### config.mk
export PLATFORM = sky130hd
export DESIGN_NAME = wpc_panel_ctrl
export DESIGN_NICKNAME = d
export VERILOG_FILES = /design/src/pkg/wpc_pkg.sv /design/src/hw/wpc_panel_ctrl.sv
export SDC_FILE = /design/constraint.sdc
export NUM_CORES = 1
export LEC_CHECK = 0
export BUFFER_PORTS_ARGS = -buffer_cell sky130_fd_sc_hd__buf_4
export CORE_AREA = 2 2 183 185
export CTS_CLUSTER_SIZE = 12
export DETAILED_ROUTE_END_ITERATION = 10
export DIE_AREA = 0 0 185 187
export PLACE_DENSITY = 0.58
export SYNTH_ARGS = -nofsm -noshare
export SYNTH_HDL_FRONTEND = slang
export SYNTH_SLANG_ARGS = --single-unit
export TNS_END_PERCENT = 10
### constraint.sdc
create_clock -name clk -period 3.46 [get_ports clk]
set_clock_uncertainty 0.15 [all_clocks]
set_input_delay 0.692 -clock clk [delete_from_list [all_inputs] [get_ports clk]]
set_output_delay 0.692 -clock clk [all_outputs]
set_load 0.05 [all_outputs]
### src/pkg/wpc_pkg.sv
// package of constants for the weld panel cycle control block
// assumes a 100 MHz clock and a plain register port behind the panel
package wpc_pkg;
  // timing
  localparam int unsigned CLK_PERIOD_NS = 10;
  localparam int unsigned HAND_WIN_NS   = 500000000;
  localparam int unsigned HAND_WIN_CYC  = HAND_WIN_NS / CLK_PERIOD_NS;
  // counter and report ranges
  localparam logic [15:0] SPOT_MAX  = 16'hfde8;
  localparam logic [8:0]  PROGRAMMING_POSITION_MIN  = 9'h001;
  localparam logic [8:0]  PROGRAMMING_POSITION_MAX  = 9'h12c;
  localparam int unsigned NUM_TOOLS = 4;
  localparam int unsigned ID_CHARS  = 8;
  // synchronised pin positions
  localparam int unsigned PIN_RESTART = 0;
  localparam int unsigned PIN_SRC_KEY = 1;
  localparam int unsigned PIN_WELD_KEY = 2;
  localparam int unsigned PIN_CLEAR   = 3;
  localparam int unsigned PIN_UP      = 4;
  localparam int unsigned PIN_DOWN    = 5;
  localparam int unsigned PIN_PLUS    = 6;
  localparam int unsigned PIN_MINUS   = 7;
  localparam int unsigned PIN_PROGRAMMING_POSITION    = 8;
  localparam int unsigned PIN_PEDAL   = 9;
  localparam int unsigned PIN_HAND_A  = 10;
  localparam int unsigned PIN_HAND_B  = 11;
  localparam int unsigned PIN_AUX_INPUT_ONE    = 12;
  localparam int unsigned PIN_AUX_INPUT_TWO    = 13;
  localparam int unsigned NUM_PINS    = 14;
  // register offsets
  localparam logic [7:0] REG_CFG    = 8'h00;
  localparam logic [7:0] REG_STATUS = 8'h04;
  localparam logic [7:0] REG_LAST   = 8'h08;
  localparam logic [7:0] REG_ID_LO  = 8'h0c;
  localparam logic [7:0] REG_ID_HI  = 8'h10;
  localparam logic [7:0] REG_COUNT0 = 8'h14;
  // reset values
  localparam logic [2:0] TOOLS_RST     = 3'h4;
  localparam logic       WELD_MODE_RST = 1'b0;
  localparam logic       SRC_RST       = 1'b0;
  // clear target code for all counters
  localparam logic [2:0] TGT_ALL = 3'h4;
  typedef enum logic [0:0] {ST_IDLE, ST_CLR_MENU} wpc_menu_e;
endpackage
### src/hw/wpc_panel_ctrl.sv
// front-panel cycle control: start source, weld mode, restart, spot counters
// assumes keys and pins are asynchronous, sequencer signals share clk
`timescale 1ns/1ps
module wpc_panel_ctrl #(
  parameter int unsigned HAND_WIN = wpc_pkg::HAND_WIN_CYC,
  parameter int unsigned CNT_W    = 26
) (
  input  wire logic                                 clk,
  input  wire logic                                 reset_n,
  input  wire logic [wpc_pkg::NUM_PINS-1:0]         pins_in,
  input  wire logic                                 seq_cycle_done,
  input  wire logic [8:0]                           seq_programming_position,
  input  wire logic [1:0]                           seq_tool,
  input  wire logic [8*wpc_pkg::ID_CHARS-1:0]       seq_programming_position_id,
  input  wire logic                                 seq_error,
  input  wire logic                                 seq_inv_cmd,
  input  wire logic [3:0]                           seq_valve,
  input  wire logic [7:0]                           reg_addr,
  input  wire logic [31:0]                          reg_wdata,
  input  wire logic                                 reg_wr,
  input  wire logic                                 reg_rd,
  output logic      [31:0]                          reg_rdata,
  output logic                                      start_req,
  output logic                                      inv_cmd_out,
  output logic      [3:0]                           valve_out,
  output logic                                      aux_supply_output,
  output logic                                      cap_charge_out,
  output logic                                      keypad_en,
  output logic                                      led_dual_button_start,
  output logic                                      led_weld,
  output logic                                      led_start1,
  output logic                                      led_start2,
  output logic                                      led_press_stop,
  output logic                                      led_inv,
  output logic      [3:0]                           led_valve,
  output logic                                      status_update
);
  localparam logic [CNT_W-1:0] WIN = CNT_W'(HAND_WIN);

  logic [wpc_pkg::NUM_PINS-1:0] sy1_ff, sy2_ff, sy3_ff, pin_ff, pin_prev_ff;
  logic [wpc_pkg::NUM_PINS-1:0] rise;
  logic                         enabled_ff, weld_mode_ff, src_ff, err_ff, cyc_weld_ff;
  logic                         armed_ff, start_ff, upd_ff;
  logic [CNT_W-1:0]             win_cnt_ff;
  logic [2:0]                   tools_ff, tgt_ff;
  logic [15:0]                  spot_ff [wpc_pkg::NUM_TOOLS];
  logic [8:0]                   last_programming_position_ff;
  logic [1:0]                   last_tool_ff;
  logic [8*wpc_pkg::ID_CHARS-1:0] last_id_ff;
  logic [31:0]                  rdata_ff;
  wpc_pkg::wpc_menu_e           menu_ff;
  logic                         both, one, start_ok, start_two, start_ped, menu_on;
  logic                         zero_go, inc_go;

  // next clear target, cycling through enabled tools and all
  function automatic logic [2:0] nxt_tgt(input logic [2:0] cur, input logic [2:0] n, input logic up);
    logic [2:0] r;
    r = cur;
    if (up) begin
      r = (cur == wpc_pkg::TGT_ALL) ? 3'h0 : ((cur + 3'h1 >= n) ? wpc_pkg::TGT_ALL : cur + 3'h1);
    end else begin
      r = (cur == wpc_pkg::TGT_ALL) ? n - 3'h1 : ((cur == 3'h0) ? wpc_pkg::TGT_ALL : cur - 3'h1);
    end
    return r;
  endfunction

  // three-stage synchroniser, change accepted when stages two and three agree
  always_ff @(posedge clk or negedge reset_n) begin
    if (!reset_n) begin
      sy1_ff      <= '0;
      sy2_ff      <= '0;
      sy3_ff      <= '0;
      pin_ff      <= '0;
      pin_prev_ff <= '0;
    end else begin
      sy1_ff      <= pins_in;
      sy2_ff      <= sy1_ff;
      sy3_ff      <= sy2_ff;
      pin_ff      <= (sy2_ff & sy3_ff) | (pin_ff & (sy2_ff | sy3_ff));
      pin_prev_ff <= pin_ff;
    end
  end

  assign rise    = pin_ff & ~pin_prev_ff;
  assign menu_on = (menu_ff == wpc_pkg::ST_CLR_MENU);

  // restart enable, latched until reset_n is asserted
  always_ff @(posedge clk or negedge reset_n) begin
    if (!reset_n) begin
      enabled_ff <= 1'b0;
    end else if (rise[wpc_pkg::PIN_RESTART]) begin
      enabled_ff <= 1'b1;
    end
  end

  // start source and weld mode toggles
  always_ff @(posedge clk or negedge reset_n) begin
    if (!reset_n) begin
      src_ff       <= wpc_pkg::SRC_RST;
      weld_mode_ff <= wpc_pkg::WELD_MODE_RST;
    end else if (enabled_ff) begin
      if (rise[wpc_pkg::PIN_SRC_KEY]) begin
        src_ff <= ~src_ff;
      end
      if (rise[wpc_pkg::PIN_WELD_KEY]) begin
        weld_mode_ff <= ~weld_mode_ff;
      end
    end
  end

  // two-hand pairing window
  assign both = pin_ff[wpc_pkg::PIN_HAND_A] & pin_ff[wpc_pkg::PIN_HAND_B];
  assign one  = pin_ff[wpc_pkg::PIN_HAND_A] ^ pin_ff[wpc_pkg::PIN_HAND_B];
  assign start_two = armed_ff & both & ~(pin_prev_ff[wpc_pkg::PIN_HAND_A] & pin_prev_ff[wpc_pkg::PIN_HAND_B])
                   & (win_cnt_ff < WIN);
  assign start_ped = rise[wpc_pkg::PIN_PEDAL];
  assign start_ok  = enabled_ff & ~pin_ff[wpc_pkg::PIN_PROGRAMMING_POSITION] & ~err_ff & ~menu_on;

  always_ff @(posedge clk or negedge reset_n) begin
    if (!reset_n) begin
      win_cnt_ff <= '0;
      armed_ff   <= 1'b1;
    end else begin
      if (!one) begin
        win_cnt_ff <= '0;
      end else if (win_cnt_ff < WIN) begin
        win_cnt_ff <= win_cnt_ff + CNT_W'(1);
      end
      if (!pin_ff[wpc_pkg::PIN_HAND_A] && !pin_ff[wpc_pkg::PIN_HAND_B]) begin
        armed_ff <= 1'b1;
      end else if (both) begin
        armed_ff <= 1'b0;
      end
    end
  end

  // start pulse from the selected source only
  always_ff @(posedge clk or negedge reset_n) begin
    if (!reset_n) begin
      start_ff    <= 1'b0;
      cyc_weld_ff <= 1'b0;
    end else begin
      start_ff <= start_ok & (src_ff ? start_two : start_ped);
      if (start_ff) begin
        cyc_weld_ff <= weld_mode_ff;
      end
    end
  end
  assign start_req = start_ff;

  // error latch, a new error wins over the clear key
  always_ff @(posedge clk or negedge reset_n) begin
    if (!reset_n) begin
      err_ff <= 1'b0;
    end else if (seq_error) begin
      err_ff <= 1'b1;
    end else if (rise[wpc_pkg::PIN_CLEAR]) begin
      err_ff <= 1'b0;
    end
  end

  // counter clear menu
  always_ff @(posedge clk or negedge reset_n) begin
    if (!reset_n) begin
      menu_ff <= wpc_pkg::ST_IDLE;
      tgt_ff  <= 3'h0;
    end else begin
      case (menu_ff)
        wpc_pkg::ST_IDLE: begin
          if (rise[wpc_pkg::PIN_CLEAR] && enabled_ff) begin
            menu_ff <= wpc_pkg::ST_CLR_MENU;
            tgt_ff  <= 3'h0;
          end
        end
        wpc_pkg::ST_CLR_MENU: begin
          if (rise[wpc_pkg::PIN_PLUS] || rise[wpc_pkg::PIN_MINUS]) begin
            menu_ff <= wpc_pkg::ST_IDLE;
          end else if (rise[wpc_pkg::PIN_UP]) begin
            tgt_ff <= nxt_tgt(tgt_ff, tools_ff, 1'b1);
          end else if (rise[wpc_pkg::PIN_DOWN]) begin
            tgt_ff <= nxt_tgt(tgt_ff, tools_ff, 1'b0);
          end
        end
        default: menu_ff <= wpc_pkg::ST_IDLE;
      endcase
    end
  end

  // spot counters per tool, weld cycles only, saturating
  assign zero_go = menu_on & rise[wpc_pkg::PIN_PLUS];
  assign inc_go  = seq_cycle_done & cyc_weld_ff & ({1'b0, seq_tool} < tools_ff);
  always_ff @(posedge clk or negedge reset_n) begin
    if (!reset_n) begin
      for (int i = 0; i < wpc_pkg::NUM_TOOLS; i++) begin
        spot_ff[i] <= 16'h0000;
      end
    end else begin
      for (int i = 0; i < wpc_pkg::NUM_TOOLS; i++) begin
        if (inc_go && seq_tool == 2'(i)) begin
          if (spot_ff[i] < wpc_pkg::SPOT_MAX) begin
            spot_ff[i] <= spot_ff[i] + 16'h0001;
          end
        end else if (zero_go && (tgt_ff == wpc_pkg::TGT_ALL || tgt_ff == 3'(i))) begin
          spot_ff[i] <= 16'h0000;
        end
      end
    end
  end

  // last-weld report, refreshed after every completed cycle
  always_ff @(posedge clk or negedge reset_n) begin
    if (!reset_n) begin
      upd_ff       <= 1'b0;
      last_programming_position_ff <= wpc_pkg::PROGRAMMING_POSITION_MIN;
      last_tool_ff <= 2'h0;
      last_id_ff   <= '0;
    end else begin
      upd_ff <= seq_cycle_done;
      if (seq_cycle_done) begin
        if (seq_programming_position >= wpc_pkg::PROGRAMMING_POSITION_MIN && seq_programming_position <= wpc_pkg::PROGRAMMING_POSITION_MAX) begin
          last_programming_position_ff <= seq_programming_position;
        end
        last_tool_ff <= seq_tool;
        last_id_ff   <= seq_programming_position_id;
      end
    end
  end
  assign status_update = upd_ff;

  // configuration register and read port
  always_ff @(posedge clk or negedge reset_n) begin
    if (!reset_n) begin
      tools_ff <= wpc_pkg::TOOLS_RST;
    end else if (reg_wr && reg_addr == wpc_pkg::REG_CFG && reg_wdata[2:0] >= 3'h1 && reg_wdata[2:0] <= 3'h4) begin
      tools_ff <= reg_wdata[2:0];
    end
  end

  always_ff @(posedge clk or negedge reset_n) begin
    if (!reset_n) begin
      rdata_ff <= 32'h0000_0000;
    end else if (reg_rd) begin
      case (reg_addr)
        wpc_pkg::REG_CFG:    rdata_ff <= {29'h0, tools_ff};
        wpc_pkg::REG_STATUS: rdata_ff <= {22'h0, tgt_ff, menu_on, err_ff, weld_mode_ff, src_ff,
                                          enabled_ff, pin_ff[wpc_pkg::PIN_PROGRAMMING_POSITION], cyc_weld_ff};
        wpc_pkg::REG_LAST:   rdata_ff <= {20'h0, last_tool_ff == 2'h3, last_tool_ff, last_programming_position_ff};
        wpc_pkg::REG_ID_LO:  rdata_ff <= last_id_ff[31:0];
        wpc_pkg::REG_ID_HI:  rdata_ff <= last_id_ff[63:32];
        wpc_pkg::REG_COUNT0: rdata_ff <= {16'h0, spot_ff[0]};
        8'h18:               rdata_ff <= {16'h0, spot_ff[1]};
        8'h1c:               rdata_ff <= {16'h0, spot_ff[2]};
        8'h20:               rdata_ff <= {16'h0, spot_ff[3]};
        default:             rdata_ff <= 32'h0000_0000;
      endcase
    end else begin
      rdata_ff <= 32'h0000_0000;
    end
  end
  assign reg_rdata = rdata_ff;

  // outputs and indicators; current gated by restart and weld mode, valves and supplies by restart, pin indicators ungated
  assign inv_cmd_out           = seq_inv_cmd & enabled_ff & weld_mode_ff;
  assign led_inv               = inv_cmd_out;
  assign valve_out             = enabled_ff ? seq_valve : 4'h0;
  assign led_valve             = valve_out;
  assign aux_supply_output     = enabled_ff;
  assign cap_charge_out        = enabled_ff;
  assign keypad_en             = enabled_ff & pin_ff[wpc_pkg::PIN_PROGRAMMING_POSITION];
  assign led_dual_button_start = src_ff;
  assign led_weld              = weld_mode_ff;
  assign led_start1            = pin_ff[wpc_pkg::PIN_HAND_A];
  assign led_start2            = pin_ff[wpc_pkg::PIN_HAND_B];
  assign led_press_stop        = pin_ff[wpc_pkg::PIN_AUX_INPUT_ONE] & pin_ff[wpc_pkg::PIN_AUX_INPUT_TWO];
endmodule

==> results.tsv <==
metric	value	unit
result of the run	finished, final reports clean	
root buffer cell	clkbuf_16	
PwrDens	511	mW/mm^2
Setup Buffers After CTS	0	
DR DRC count	0	
GRT Resource Usage Total	19.6	%
Synth Instances	1150	
Core Region	0.0329	sq mm
largest stage delay on the critical path	540	ps
r2r endpoint	win_cnt_ff[16]	
cts hold-fix bufs	1	
Final ANT Viol Nets	0	
Filler cells	3148	
Total Neg Setup Slack	0	ps
most common cell in the netlist	dfrtp_1	
DIE HEIGHT	187	um
Die Footprint	0.0346	sq mm
Synthesis Warnings	0	
starting density of the core	39.1	%
CP Cell Sequence	or4_1 > o31a_1 > a211o_1 > buf_4 > or4_1 > a21boi_0	
first-pass GRT wire length	53.8	mm
Final WS setup	768	ps
Worst R2R Path Depth	6	
drt wl/cell	18.8	um
Yosys top cell area share	53.7	%
n_diodes	0	
maximum vdd drop	0.491	mV
RSZ-0062 raised after global routing	no	
nets@finish	1475	
CP Depth	6	
flip-flop and latch count after synthesis	279	
Rel. slew slack	23.1	%
Num Clock Sinks	279	
critical path class	register to register	
Reg2Reg Setup Slack	770	ps
Synth area leader	dfrtp_1	
antenna violations before repair	0	
total power	7960	uW
min-delay worst type	input pin to register	
WL final	33.6	mm
Worst Tran Pin Value	1140	ps
post-synthesis cell type count	67	
Post-synth EDFFs	0	
max-slew violation count	0	
min cycle time layout	2690	ps
vias in the first global route	9555	
I/O Buffers	162	
crit path max fanout	27	
Reg clk slew, reported paths	60	ps
vias per cell	5.49	
Synth Flop Type	dfrtp_1	
CTS buffer count	31	
worst flop-to-flop path startpoint	win_cnt_ff[16]	
share of layout cells above drive strength 1	24.7	%
Horiz. Die Dim	185	um
post-CTS sizing	0	
top cells by area, synth	dfrtp_1 54%, mux2_2 7.3%, nand2_1 3.2%, mux2i_1 2.6%, nand3_1 1.9%	
fmax	0.371	GHz
Synthesized Nets	1307	
DRT Pass-1 Iters	5	
leak pwr	0.00676	uW
grt ovf	0	
Max Cap Viol	0	
1st-iter DRT viols	790	
CTS tree	built	
Worst Path Buf+Inv	1	
Critical Path Most Common Cell	or4_1	
Area growth syn-to-layout	21.3	%
Hold Violations, Final	0	
Row Count	67	
htree depth	1	
post-placement cell area	0.0146	sq mm
crit path to	win_cnt_ff[16]	
Setup crit start	win_cnt_ff[16]	
GP Congestion	0.869	
final setup vio count	0	
crit-path leading delay family	simple AND/OR/NAND/NOR gates	
Commonest cells post-synth	276 x dfrtp_1, 109 x nand2_1, 83 x mux2_2	
CTS Buffer Depth	3	
dpl hpwl	23.5	mm
syn_area_per_cell	11.2	sq um
fin crit share	77.8	%
# IOs	192	
sequential share of the synthesized area	54.3	%
cell area after synthesis	0.0129	sq mm
pre-CTS setup slack	690	ps
startpoint types	register	
detailed-route via count	9830	
Finished Cell Area	0.0156	sq mm
CP endpoint kind	register	
worst endpoint required time	3790	ps
clk_lat worst skew	570	ps
ys async rst share	100	%
largest net degree at the start of global routing	70	
CP arrival	3020	ps
crit path max-delay cell type	or4_1	
-- layout make-up --
class	instances	area (sq um)	area share, %
inverters	23	86.3	0.554
flip-flops and latches	279	6990	44.8
well taps	448	561	3.59
clock inverters	10	78.8	0.506
repair buffers	190	1470	9.45
multi-input cells	793	5550	35.6
clock buffers	46	862	5.53
-- routing by layer --
layer	share of wire, %	vias up	track usage (%)	wire (um)
li1	-	4643	-	-
met1	47	4858	29.2	15700
met5	0	-	0	0
met4	2.2	0	4.73	722
met2	45	284	29.9	15300
met3	5.6	45	2.96	1890
-- worst register-to-register path, delay by kind of cell, from the launching register on --
kind,cells,cell delay (ps)
AND/OR/NAND/NOR,2,1060
AO/OA/AOI/OAI,3,760
flip-flops,1,420
buffers and inverters,1,220
-- worst min-delay path by stage --
stage / startpoint / depth (start not counted) / slack, ps / end
final: pins_in[8] / 1 / 80 / sy1_ff[8]
after CTS: pins_in[1] / 1 / 60 / sy1_ff[1]
after global routing: pins_in[2] / 1 / 60 / sy1_ff[2]
after detailed placement: sy1_ff[7] / 0 / 180 / sy2_ff[7]
after global placement: sy1_ff[2] / 0 / 180 / sy2_ff[2]
after floorplan: sy1_ff[0] / 0 / 180 / sy2_ff[0]
-- cell families after synthesis --
kind of cell / synth area share (%)
mux: 10.6
xor+xnor: 0.613
flops: 54.3
fa+ha+maj: 2.74
simple gates: 14.8
compound gates: 14.4
buf+inv: 2.53
-- metrics by stage --
step	cells	hold WS, ps	utilization [%]
finish	1789	79.5	47.4
global route	1789	60.4	47.4
CTS	1789	56.1	47.4
detailed placement	1732	185	44.6
global placement	1732	182	44.6
floorplan	1150	181	-
-- placed cells by master (no fill, tap or decap), drive strengths merged, types with 13 or more instances in the layout --
| master | count |
|---|---|
| dfrtp | 276 |
| buf | 189 |
| nand2 | 109 |
| mux2 | 83 |
| nand3 | 48 |
| o21ai | 46 |
| clkbuf | 46 |
| nor2 | 42 |
| a21oi | 37 |
| mux2i | 34 |
| a22oi | 29 |
| inv | 24 |
| nand4 | 24 |
| and3 | 21 |
| a31oi | 21 |
| and2 | 19 |
| nor3 | 18 |
| a22o | 18 |
| ha | 17 |
| nand2b | 16 |
| a21boi | 15 |
| maj3 | 14 |
| o31ai | 14 |
| nor2b | 13 |
| and4 | 13 |
-- state kept, by name (all words and copies together) (netlist names), 2 cells and up --
register                      flops
pin_prev_ff                      11
last_id_ff                       64
sy1_ff                           14
spot_ff                          64
pin_ff                           14
win_cnt_ff                       26
reg_rdata                        32
tools_ff                          3
sy2_ff                           14
last_tool_ff                      2
last_programming_position_ff      9
sy3_ff                           14
tgt_ff                            3
-- report_power, final --
part / internal, uW / leakage [uW] / switching, uW
Clock: 1780 / 0.000468 / 1300
Combinational: 480 / 0.00276 / 620
Sequential: 3510 / 0.00353 / 263
Total: 5780 / 0.00676 / 2180
Note: power is estimated with default switching activity, not from simulation.
